$ cat src/eewr_pkg.sv
// Package for the byte-wide nonvolatile memory write controller
package eewr_pkg;
    localparam int CLK_MHZ = 100;
    localparam int WRITE_MS = 10;
    localparam int STROBE_NS = 100;
    localparam int CLK_NS = 1000 / CLK_MHZ;
    localparam int STROBE_CYC = (STROBE_NS + CLK_NS - 1) / CLK_NS;
    localparam int WRITE_CYC = WRITE_MS * 1000 * CLK_MHZ;
    localparam int ADDR_W = 11;
    localparam int DATA_W = 8;
    localparam logic [1:0] OP_READ = 2'h0;
    localparam logic [1:0] OP_WRITE = 2'h1;
    localparam logic [1:0] OP_CHIP_ERASE = 2'h2;
    localparam logic [DATA_W-1:0] ERASE_FILL = 8'hFF;

    typedef enum logic [2:0] {
        EEWR_IDLE = 3'b000,
        EEWR_STROBE = 3'b001,
        EEWR_WAIT_BUSY = 3'b010,
        EEWR_WAIT_READY = 3'b011,
        EEWR_READ = 3'b100,
        EEWR_TIMED = 3'b101
    } eewr_state_e;

    typedef struct packed {
        logic [1:0] op;
        logic [ADDR_W-1:0] addr;
        logic [DATA_W-1:0] data;
    } eewr_req_s;
endpackage

$ cat src/eewr_sync.sv
// Three-stage input synchroniser with agreement of the last two stages
`timescale 1ns/100ps
module eewr_sync #(
    parameter logic RESET_VAL = 1'b0
) (
    input wire logic mclk_in,
    input wire logic sys_rst_in,
    input wire logic async_in,
    output logic level_out
);
    logic s1_r;
    logic s2_r;
    logic s3_r;

    // Chain; first stage feeds only the second
    always_ff @(posedge mclk_in or posedge sys_rst_in)
    begin
        if (sys_rst_in)
        begin
            s1_r <= RESET_VAL;
            s2_r <= RESET_VAL;
            s3_r <= RESET_VAL;
        end
        else
        begin
            s1_r <= async_in;
            s2_r <= s1_r;
            s3_r <= s2_r;
        end
    end

    // Change counts once stages two and three agree
    always_ff @(posedge mclk_in or posedge sys_rst_in)
    begin
        if (sys_rst_in)
            level_out <= RESET_VAL;
        else if (s2_r == s3_r)
            level_out <= s3_r;
    end
endmodule

$ cat src/eewr_host.sv
// Host-side write controller driving a self-timed byte-wide memory
// Functional notes
// - Host starts a byte write with a short 100 ns bus write strobe.
// - Host accesses the device again only after ready returns high.
// - Host learns completion by polling or interrupt on the ready line.
// - Without on-chip sequencing, host latches and times 10 ms itself.
`timescale 1ns/100ps
module eewr_host #(
    parameter int ADDR_W = eewr_pkg::ADDR_W,
    parameter int DATA_W = eewr_pkg::DATA_W,
    parameter int WRITE_CYC = eewr_pkg::WRITE_CYC,
    parameter int BUSY_WAIT_CYC = 16,
    parameter int READ_CYC = 4
) (
    input wire logic mclk_in,
    input wire logic sys_rst_in,
    input wire logic req_valid_in,
    input wire logic [1:0] req_op_in,
    input wire logic [ADDR_W-1:0] req_addr_in,
    input wire logic [DATA_W-1:0] req_data_in,
    input wire logic self_timed_in,
    output logic req_ready_out,
    output logic done_out,
    output logic [DATA_W-1:0] rd_data_out,
    output logic write_done_out,
    output logic [ADDR_W-1:0] mem_addr_out,
    output logic [DATA_W-1:0] mem_data_out,
    output logic mem_data_oe_out,
    input wire logic [DATA_W-1:0] mem_data_in,
    output logic mem_ce_n_out,
    output logic mem_we_n_out,
    output logic mem_oe_n_out,
    output logic mem_erase_out,
    input wire logic mem_ready_in
);
    localparam int CNT_W = $clog2(WRITE_CYC + 1) + 1;

    // Elaboration checks; the shared counter is sized from WRITE_CYC, so every other count must fit under it
    if (ADDR_W != eewr_pkg::ADDR_W || DATA_W != eewr_pkg::DATA_W)
        $error("Address or data width differs from the request struct");
    if (WRITE_CYC < 1 || READ_CYC < 2 || BUSY_WAIT_CYC < 5)
        $error("Timing counts too small for the sequencer");
    if (READ_CYC > WRITE_CYC || BUSY_WAIT_CYC > WRITE_CYC || eewr_pkg::STROBE_CYC > WRITE_CYC)
        $error("Timing counts too large for the shared counter");

    // Saturating decrement used by every timer
    function automatic logic [CNT_W-1:0] dec_sat(input logic [CNT_W-1:0] v);
        dec_sat = (v == '0) ? '0 : v - 1'b1;
    endfunction

    eewr_pkg::eewr_state_e state_r;
    eewr_pkg::eewr_req_s req_r;
    logic [CNT_W-1:0] cnt_r;
    logic timed_mode_r;
    logic ready_sync;

    eewr_sync #(
        .RESET_VAL(1'b1)
    ) u_ready_sync (
        .mclk_in(mclk_in),
        .sys_rst_in(sys_rst_in),
        .async_in(mem_ready_in),
        .level_out(ready_sync)
    );

    // Sequencer; requests only accepted once the line is ready
    always_ff @(posedge mclk_in or posedge sys_rst_in)
    begin
        if (sys_rst_in)
        begin
            state_r <= eewr_pkg::EEWR_IDLE;
            cnt_r <= '0;
        end
        else
        begin
            case (state_r)
                eewr_pkg::EEWR_IDLE:
                    if (req_valid_in && ready_sync)
                    begin
                        if (req_op_in == eewr_pkg::OP_READ)
                        begin
                            state_r <= eewr_pkg::EEWR_READ;
                            cnt_r <= CNT_W'(READ_CYC);
                        end
                        else
                        begin
                            state_r <= eewr_pkg::EEWR_STROBE;
                            cnt_r <= CNT_W'(eewr_pkg::STROBE_CYC);
                        end
                    end
                eewr_pkg::EEWR_STROBE:
                    if (cnt_r == CNT_W'(1))
                    begin
                        if (timed_mode_r)
                        begin
                            state_r <= eewr_pkg::EEWR_TIMED;
                            cnt_r <= CNT_W'(WRITE_CYC);
                        end
                        else
                        begin
                            state_r <= eewr_pkg::EEWR_WAIT_BUSY;
                            cnt_r <= CNT_W'(BUSY_WAIT_CYC);
                        end
                    end
                    else
                        cnt_r <= dec_sat(cnt_r);
                eewr_pkg::EEWR_WAIT_BUSY:
                    if (!ready_sync)
                        state_r <= eewr_pkg::EEWR_WAIT_READY;
                    else if (cnt_r == '0)
                        state_r <= eewr_pkg::EEWR_IDLE;
                    else
                        cnt_r <= dec_sat(cnt_r);
                eewr_pkg::EEWR_WAIT_READY:
                    if (ready_sync)
                        state_r <= eewr_pkg::EEWR_IDLE;
                eewr_pkg::EEWR_TIMED:
                    if (cnt_r == CNT_W'(1))
                        state_r <= eewr_pkg::EEWR_IDLE;
                    else
                        cnt_r <= dec_sat(cnt_r);
                eewr_pkg::EEWR_READ:
                    if (cnt_r == CNT_W'(1))
                        state_r <= eewr_pkg::EEWR_IDLE;
                    else
                        cnt_r <= dec_sat(cnt_r);
                default:
                    state_r <= eewr_pkg::EEWR_IDLE;
            endcase
        end
    end

    // Request latch; address and data held for the whole write
    always_ff @(posedge mclk_in or posedge sys_rst_in)
    begin
        if (sys_rst_in)
        begin
            req_r <= '0;
            timed_mode_r <= 1'b0;
        end
        else if (state_r == eewr_pkg::EEWR_IDLE && req_valid_in && ready_sync)
        begin
            req_r.op <= req_op_in;
            req_r.addr <= req_addr_in;
            req_r.data <= (req_op_in == eewr_pkg::OP_CHIP_ERASE) ? eewr_pkg::ERASE_FILL : req_data_in;
            timed_mode_r <= self_timed_in;
        end
    end

    // Memory pins; timed mode keeps the pins on for the whole pulse
    always_ff @(posedge mclk_in or posedge sys_rst_in)
    begin
        if (sys_rst_in)
        begin
            mem_addr_out <= '0;
            mem_data_out <= '0;
            mem_data_oe_out <= 1'b0;
            mem_ce_n_out <= 1'b1;
            mem_we_n_out <= 1'b1;
            mem_oe_n_out <= 1'b1;
            mem_erase_out <= 1'b0;
        end
        else
        begin
            mem_addr_out <= req_r.addr;
            mem_data_out <= req_r.data;
            mem_erase_out <= (req_r.op == eewr_pkg::OP_CHIP_ERASE) &&
                (state_r == eewr_pkg::EEWR_STROBE || state_r == eewr_pkg::EEWR_TIMED);
            mem_we_n_out <= !(state_r == eewr_pkg::EEWR_STROBE || state_r == eewr_pkg::EEWR_TIMED);
            mem_data_oe_out <= (state_r == eewr_pkg::EEWR_STROBE || state_r == eewr_pkg::EEWR_TIMED);
            mem_ce_n_out <= !(state_r == eewr_pkg::EEWR_STROBE || state_r == eewr_pkg::EEWR_TIMED ||
                state_r == eewr_pkg::EEWR_READ);
            mem_oe_n_out <= (state_r != eewr_pkg::EEWR_READ);
        end
    end

    // User answers
    always_ff @(posedge mclk_in or posedge sys_rst_in)
    begin
        if (sys_rst_in)
        begin
            req_ready_out <= 1'b0;
            done_out <= 1'b0;
            write_done_out <= 1'b0;
            rd_data_out <= '0;
        end
        else
        begin
            req_ready_out <= (state_r == eewr_pkg::EEWR_IDLE) && ready_sync && !req_valid_in;
            done_out <= 1'b0;
            write_done_out <= 1'b0;
            if (state_r == eewr_pkg::EEWR_READ && cnt_r == CNT_W'(1))
            begin
                rd_data_out <= mem_data_in;
                done_out <= 1'b1;
            end
            if ((state_r == eewr_pkg::EEWR_WAIT_READY && ready_sync) ||
                (state_r == eewr_pkg::EEWR_TIMED && cnt_r == CNT_W'(1)) ||
                (state_r == eewr_pkg::EEWR_WAIT_BUSY && ready_sync && cnt_r == '0))
            begin
                done_out <= 1'b1;
                write_done_out <= 1'b1;
            end
        end
    end
endmodule

$ cat config.mk
export PLATFORM = sky130hd
export DESIGN_NAME = eewr_host
export DESIGN_NICKNAME = d
export VERILOG_FILES = /design/src/eewr_pkg.sv /design/src/eewr_sync.sv /design/src/eewr_host.sv
export SDC_FILE = /design/constraint.sdc
export NUM_CORES = 1
export LEC_CHECK = 0
export ABC_AREA = 1
export BUFFER_PORTS_ARGS = -buffer_cell sky130_fd_sc_hd__clkbuf_2
export CAP_MARGIN = 20
export CORE_ASPECT_RATIO = 1.4
export CORE_MARGIN = 3
export CORE_UTILIZATION = 40
export CTS_CLUSTER_DIAMETER = 60
export DETAILED_ROUTE_END_ITERATION = 10
export PLACE_DENSITY = 0.59
export RECOVER_POWER = 25
export SLEW_MARGIN = 25
export SYNTH_ARGS = -nofsm -noshare
export SYNTH_HDL_FRONTEND = slang
export SYNTH_SLANG_ARGS = --single-unit
$ cat constraint.sdc
create_clock -name mclk_in -period 3.75 [get_ports mclk_in]
set_clock_uncertainty 0.2 [all_clocks]
set_input_delay 0.1875 -clock mclk_in [delete_from_list [all_inputs] [get_ports mclk_in]]
set_output_delay 0.1875 -clock mclk_in [all_outputs]
set_load 0.02 [all_outputs]
==> results.yml, run 1 <==
status:
  run_status: "complete, no violations"
floorplan:
  fp.dieArea_um2: 11500
  chipWidth_um: 91.6
  start_util: 0.413
  num_rows: 43
  floorplan.core_area_um2: 9950
  dieHeight_um: 126
  boundaryPins: 69
sta:
  number_of_max_slew_violations_in_the_final_report: 0
  min_period_over_period: 0.695
  post-route-worst-setup-slack_ns: 1.14
  rsz0062_at_grt: "false"
  maximum_clock_frequency_mhz: 384
  remaining_max_slew_budget_at_the_tightest_pin: 0.267
  fin_setup_tns_ns: 0
  period_minus_slack_ns: 2.61
  final-hold-violation-count: 0
  worst-slew-pin-transition_ns: 1.09
  setup_viol: 0
critical_path:
  critical-path-top-delay-family: "simple AND/OR/NAND/NOR gates"
  crit_path_start_kind: "register"
  kind_of_critical_path: "reg -> reg"
  worst_ep_arrival_time_ns: 2.64
  crit_slowest_cell: "nor2_4"
  cp-end-kind: "register"
  timing.critical_path.buf_inv: 1
  worstPathCellList: "nor2_1 -> nand2_1 -> nor2_4 -> nand3_2 -> o21ai_2 -> nor2_4 -> clkinv_2 -> a21oi_1 -> nor2_1"
  worstPathMaxFanout: 27
  worstPathRequired_ns: 3.78
  worst_path_largest_cell_delay_ns: 0.51
power:
  power_density_nw_per_um2: 818
  vdd.ir_drop.worst_v: 0.000442
  cellLeakagePower_nw: 2.82
  total_power_mw: 4.25
routing:
  drt-initial-drc-count: 261
  finalWirelength_mm: 10.5
  drcViolationCount: 0
  drt.antenna.violating_nets: 0
  overall_via_count_from_detail_route: 3787
  drt_pass1_iterations: 5
  viasPerCell: 4.89
  routed_wire_length_per_instance_um: 13.6
finish:
  layout.nets: 671
  syn2layout_area_growth_pct: 26.5
  design_area_um2: 5190
  fin_util: 0.522
  post_route_cells_drive_above_1_share: 0.161
  antenna_cells: 0
grt:
  grt_max_degree: 34
  grt_pass1_wl_mm: 18.2
  overflow: 0
  antenna_violations_before_repair: 0
  gr-usage-all-layers: 0.200
  grt_pass1_vias: 3802
synthesis:
  netlist-cell-type-count: 30
  ffs_w_async_s_r_synth: 1.00
  synth_top_flop_cell: "dfrtp_1"
  yosys_warnings: 0
  yosys_register_bits: 85
  synth_enable_flop_cells: 0
  avgSynthCellArea_um2: 7.72
  synth.yosys.seq_area_share: 0.520
  synth_cells: 532
  syn-cell-area_um2: 4110
  synth_nets: 569
clock_network:
  cts-root-buf: "clkbuf_16"
  cts_htree_levels: 3
  cts_max_path_buffers: 2
  cts_tree: "built"
  cts_setup_buffers: 0
  cts_resized: 0
  clk_latency_ns: 0.34
  tritoncts.num_buffers: 9
  cts.sink_count: 85
  clkSlewWorstSetupHoldPaths_ns: 0.07
  post_cts_hold_buffers: 33
place:
  portBuffers: 68
  place_hpwl_mm: 7.50
  globalplace.congestion: 0.920
  place_area_um2: 4570
  place_worst_setup_slack_ns: 1.13
job:
  max_cap_violations: 0
worst_hold_path:
  hold_path_class: "reg -> reg"
[worst reg2reg max path, delay by kind of cell, from the launching register on]
kind            cells  cell delay [ns]
flops               1             0.43
compound gates      2             0.33
simple gates        6             1.12
buf+inv             1             0.40
[per-layer routing]
metal	track usage	vias up	wire, um
met5	0	-	0
met4	0.114	0	487
met2	0.337	109	5330
li1	-	1867	-
met1	0.233	1782	4180
met3	0.0430	29	548
[cells in the final DEF, fill, tap and decap left out, types with 2 or more instances in the layout]
cell,netlist,routed
clkinvlp_4,0,2
dlygate4sd3_1,0,33
dfstp_1,0,2
nand4_1,9,9
inv_1,45,44
clkbuf_16,0,9
nand2_1,215,215
clkbuf_2,0,63
inv_2,2,2
nand3_1,47,47
o21ai_0,23,23
dfrtp_1,78,78
nor3_1,5,5
nor2_1,50,51
dfstp_2,7,5
nor2_2,4,3
clkbuf_1,4,6
ha_1,3,3
buf_4,0,3
xor2_1,7,7
nor2_4,2,2
inv_6,0,2
o21ai_1,5,5
a21oi_1,3,3
nand2_2,2,2
nand3_2,3,3
[synthesized netlist by cell type, types with 2 or more instances]
cell type | n | area [um2]
a21oi_1 | 3 | 15.0
buf_2 | 8 | 40.0
clkbuf_1 | 4 | 15.0
dfrtp_1 | 78 | 1950
dfstp_2 | 7 | 184
ha_1 | 3 | 37.5
inv_1 | 45 | 169
inv_2 | 2 | 7.51
nand2_1 | 215 | 807
nand2_2 | 2 | 12.5
nand3_1 | 47 | 235
nand3_2 | 3 | 30.0
nand4_1 | 9 | 56.3
nor2_1 | 50 | 188
nor2_2 | 4 | 25.0
nor2_4 | 2 | 22.5
nor3_1 | 5 | 25.0
o21ai_0 | 23 | 115
o21ai_1 | 5 | 25.0
xor2_1 | 7 | 61.3
[stage by stage]
stage,hold slack [ns],instances
after detailed placement,-0.0150,725
after global placement,-0.0231,725
after floorplan,-0.00802,532
final,0.164,774
after global routing,0.167,774
after CTS,0.162,774
[flip-flops by register name, indices dropped and copies added (netlist names)]
signal	count
mem_data_oe_out	1
done_out	1
mem_we_n_out	1
u_ready_sync.s2_r	1
mem_oe_n_out	1
timed_mode_r	1
mem_data_out	8
rd_data_out	8
mem_addr_out	11
write_done_out	1
u_ready_sync.level_out	1
mem_erase_out	1
req_r	21
u_ready_sync.s1_r	1
cnt_r	21
mem_ce_n_out	1
req_ready_out	1
state_r	3
u_ready_sync.s3_r	1
[area by class of cell]
class / count / area (um2)
fill: 980 / 4760
multi-input combinational: 385 / 1720
sequential: 85 / 2140
clock inverter: 6 / 71.3
clock buffer: 10 / 229
timing repair buffer: 104 / 687
tap: 135 / 169
inverter: 49 / 186
[where the power goes]
group / internal, mW / switching, mW
Clock: 0.522 / 0.372
Sequential: 1.27 / 0.206
Combinational: 0.554 / 1.32
[cells by family after synthesis]
logic type,synth area share
buffers and inverters,0.0612
AOI/OAI and AO/OA,0.0417
xor gates and xnor gates,0.0171
DFF,0.520
adders and majority gates,0.0116
and+or+nand+nor,0.348
[final timing paths]
kind,end,from,slack (ns),cells past startpoint
setup / recovery,cnt_r[7]$_DFFE_PP0P_,cnt_r[12]$_DFFE_PP0P_,1.14,9
hold / removal,u_ready_sync.s2_r$_DFF_PP1_,u_ready_sync.s1_r$_DFF_PP1_,0.16,0
setup reg to reg,cnt_r[7]$_DFFE_PP0P_,cnt_r[12]$_DFFE_PP0P_,1.14,9
hold reg to reg,u_ready_sync.s2_r$_DFF_PP1_,u_ready_sync.s1_r$_DFF_PP1_,0.16,0
max in group asynchronous,mem_ce_n_out$_DFF_PP1_,sys_rst_in,2.01,4
min in group asynchronous,cnt_r[12]$_DFFE_PP0P_,sys_rst_in,0.38,3
Power figures use the tool's default switching activity.
==> run 2: changes to the inputs <==
clock period = 2.6 ns   (was 3.75 ns; I/O delays follow)
==> run 2 against run 1 <==
  * The flow now finishes with violations (capacitance limit, slew limit)
  * Global-route usage fell by 0.74 points
  * Clock power rose by 36%
  * Utilization rose by 0.45 points
  * Count of clock-buffer cells in the layout did not move
  * Via count fell by 0.87%
  * Flip-flop and latch count did not move
  * Combinational power rose by 47%
  * Register-to-register slack got worse by 0.77 ns
  * First-iteration DRC count fell by 25%
  * Maximum frequency rose by 17%
  * Non-clock buffer count rose by 6
  * Total power rose by 44%
  * Critical path type unchanged
  * Critical endpoint is now state_r[0]$_DFFE_PP0P_
==> results.yml, run 2 (synthesis gave the netlist of run 1 again) <==
clock_network:
  cts_htree_levels: 3
  tritoncts.num_buffers: 9
  cts_resized: 0
  cts.sink_count: 85
  cts_tree: "built"
  cts_setup_buffers: 0
  clk_latency_ns: 0.33
  clkSlewWorstSetupHoldPaths_ns: 0.06
  cts_max_path_buffers: 2
  cts-root-buf: "clkbuf_16"
place:
  globalplace.congestion: 0.921
  portBuffers: 68
  place_hpwl_mm: 7.45
finish:
  post_route_cells_drive_above_1_share: 0.175
  largest_registers: "cnt_r x21, req_r x21, mem_addr_out x11"
  most-common-layout-cells: "nand2_1, dfrtp_1, clkbuf_2"
  antenna_cells: 0
  final_common_cell: "nand2_1"
  syn2layout_area_growth_pct: 27.6
  layout.nets: 677
  final.fill_count: 931
critical_path:
  worst_reg2reg_path_depth: 10
  cp-end-kind: "register"
  worstPathMaxFanout: 9
  kind_of_critical_path: "reg -> reg"
  crit_path_start_kind: "register"
  worst_ep_arrival_time_ns: 2.28
  worstPathRequired_ns: 2.65
sta:
  fin_setup_tns_ns: 0
  worst_hold_slack_ns: 0.162
  worst-slew-pin-transition_ns: 1.58
  final-hold-violation-count: 0
  rsz0062_at_grt: "false"
  number_of_max_slew_violations_in_the_final_report: 32
  period_minus_slack_ns: 2.22
  setup_viol: 0
  maximum_clock_frequency_mhz: 450
  min_period_over_period: 0.855
  remaining_max_slew_budget_at_the_tightest_pin: -0.0609
grt:
  grt_max_degree: 55
  gr-usage-all-layers: 0.192
  grt_pass1_vias: 3760
  antenna_violations_before_repair: 0
  grt_pass1_wl_mm: 17.8
  overflow: 0
routing:
  viasPerCell: 4.81
  drcViolationCount: 0
  maxUsedRoutingLayer: "met4"
  overall_via_count_from_detail_route: 3754
  met3RoutedLength_um: 564
  wl_met1_mm: 4.31
  drt-initial-drc-count: 196
  route.met2.wl_mm: 5.21
  drt_pass1_iterations: 5
  drt.antenna.violating_nets: 0
  routed_wire_length_per_instance_um: 13.3
  finalWirelength_mm: 10.4
job:
  max_cap_violations: 1
floorplan:
  boundaryPins: 69
  dieHeight_um: 126
  num_rows: 43
  fp.dieArea_um2: 11500
  chipWidth_um: 91.6
  start_util: 0.413
  floorplan.core_area_um2: 9950
worst_hold_path:
  hold_path_class: "reg -> reg"
  min_path_cells: 0
status:
  run_status: "finished with violations"
  violations: "capacitance limit, slew limit"
power:
  cellLeakagePower_nw: 2.86
  power_density_nw_per_um2: 1170
  vdd.ir_drop.worst_v: 0.000806
run 2: cell types whose count changed in the layout (fill, tap and decap cells not counted), sizes merged:
cell	previous run	this run
buf	3	9
bufinv	1	0
clkinvlp	3	2
inv	48	50
run 2: through the flow:
step	cell area, um2	utilization	cells	power, mW	worst slack [ns]
after floorplan	4110	-	532	4.08	0.0881
after global placement	4630	0.465	731	4.87	0.415
after detailed placement	4630	0.465	731	4.90	0.383
after CTS	5240	0.527	780	6.19	0.364
after global routing	5240	0.526	780	6.64	0.131
final	5240	0.526	780	6.12	0.378
run 2: worst paths after layout:
kind	from	endpoint	slack (ns)
worst max-delay path	cnt_r[13]$_DFFE_PP0P_	state_r[0]$_DFFE_PP0P_	0.38
worst min-delay path	u_ready_sync.s1_r$_DFF_PP1_	u_ready_sync.s2_r$_DFF_PP1_	0.16
worst max register to register	cnt_r[13]$_DFFE_PP0P_	state_r[0]$_DFFE_PP0P_	0.38
worst min register to register	u_ready_sync.s1_r$_DFF_PP1_	u_ready_sync.s2_r$_DFF_PP1_	0.16
max in group asynchronous	sys_rst_in	mem_oe_n_out$_DFF_PP1_	0.78
min in group asynchronous	sys_rst_in	cnt_r[20]$_DFFE_PP0P_	0.50
run 2: area by class of cell:
type,instances,area (um2),share of cell area
clock inverter,6,53.8,0.0103
sequential,85,2140,0.408
timing repair buffer,110,749,0.143
multi-input combinational,385,1720,0.328
clock buffer,10,229,0.0437
inverter,49,186,0.0356
tap,135,169,0.0322
run 2: routing by layer:
metal | vias up | track usage
met1 | 1748 | 0.230
met4 | 0 | 0.0950
li1 | 1883 | -
met2 | 105 | 0.325
met3 | 18 | 0.0424
met5 | - | 0
run 2: critical path, stage by stage, from the launching register on:
cell	delay, ns
dfrtp_1	0.45
nor2_1	0.15
nand2_1	0.12
nor2_4	0.22
nand3_2	0.16
buf_4	0.21
nand2_1	0.09
nand3_1	0.08
nor2_1	0.23
o21ai_0	0.15
o21ai_0	0.09
run 2: report_power, final:
part           leakage [nW]  internal, mW  total [mW]  switching (mW)
Clock                 0.136         0.666        1.22           0.551
Sequential             1.05          1.83        2.14           0.302
Combinational          1.68         0.871        2.77            1.90
Total                  2.86          3.37        6.12            2.75
run 2: repair_timing:
item,4_1_cts,5_1_grt
endpoints found under the setup margin,0,0
hold endpoints to repair,63,0
hold buffers,33,0
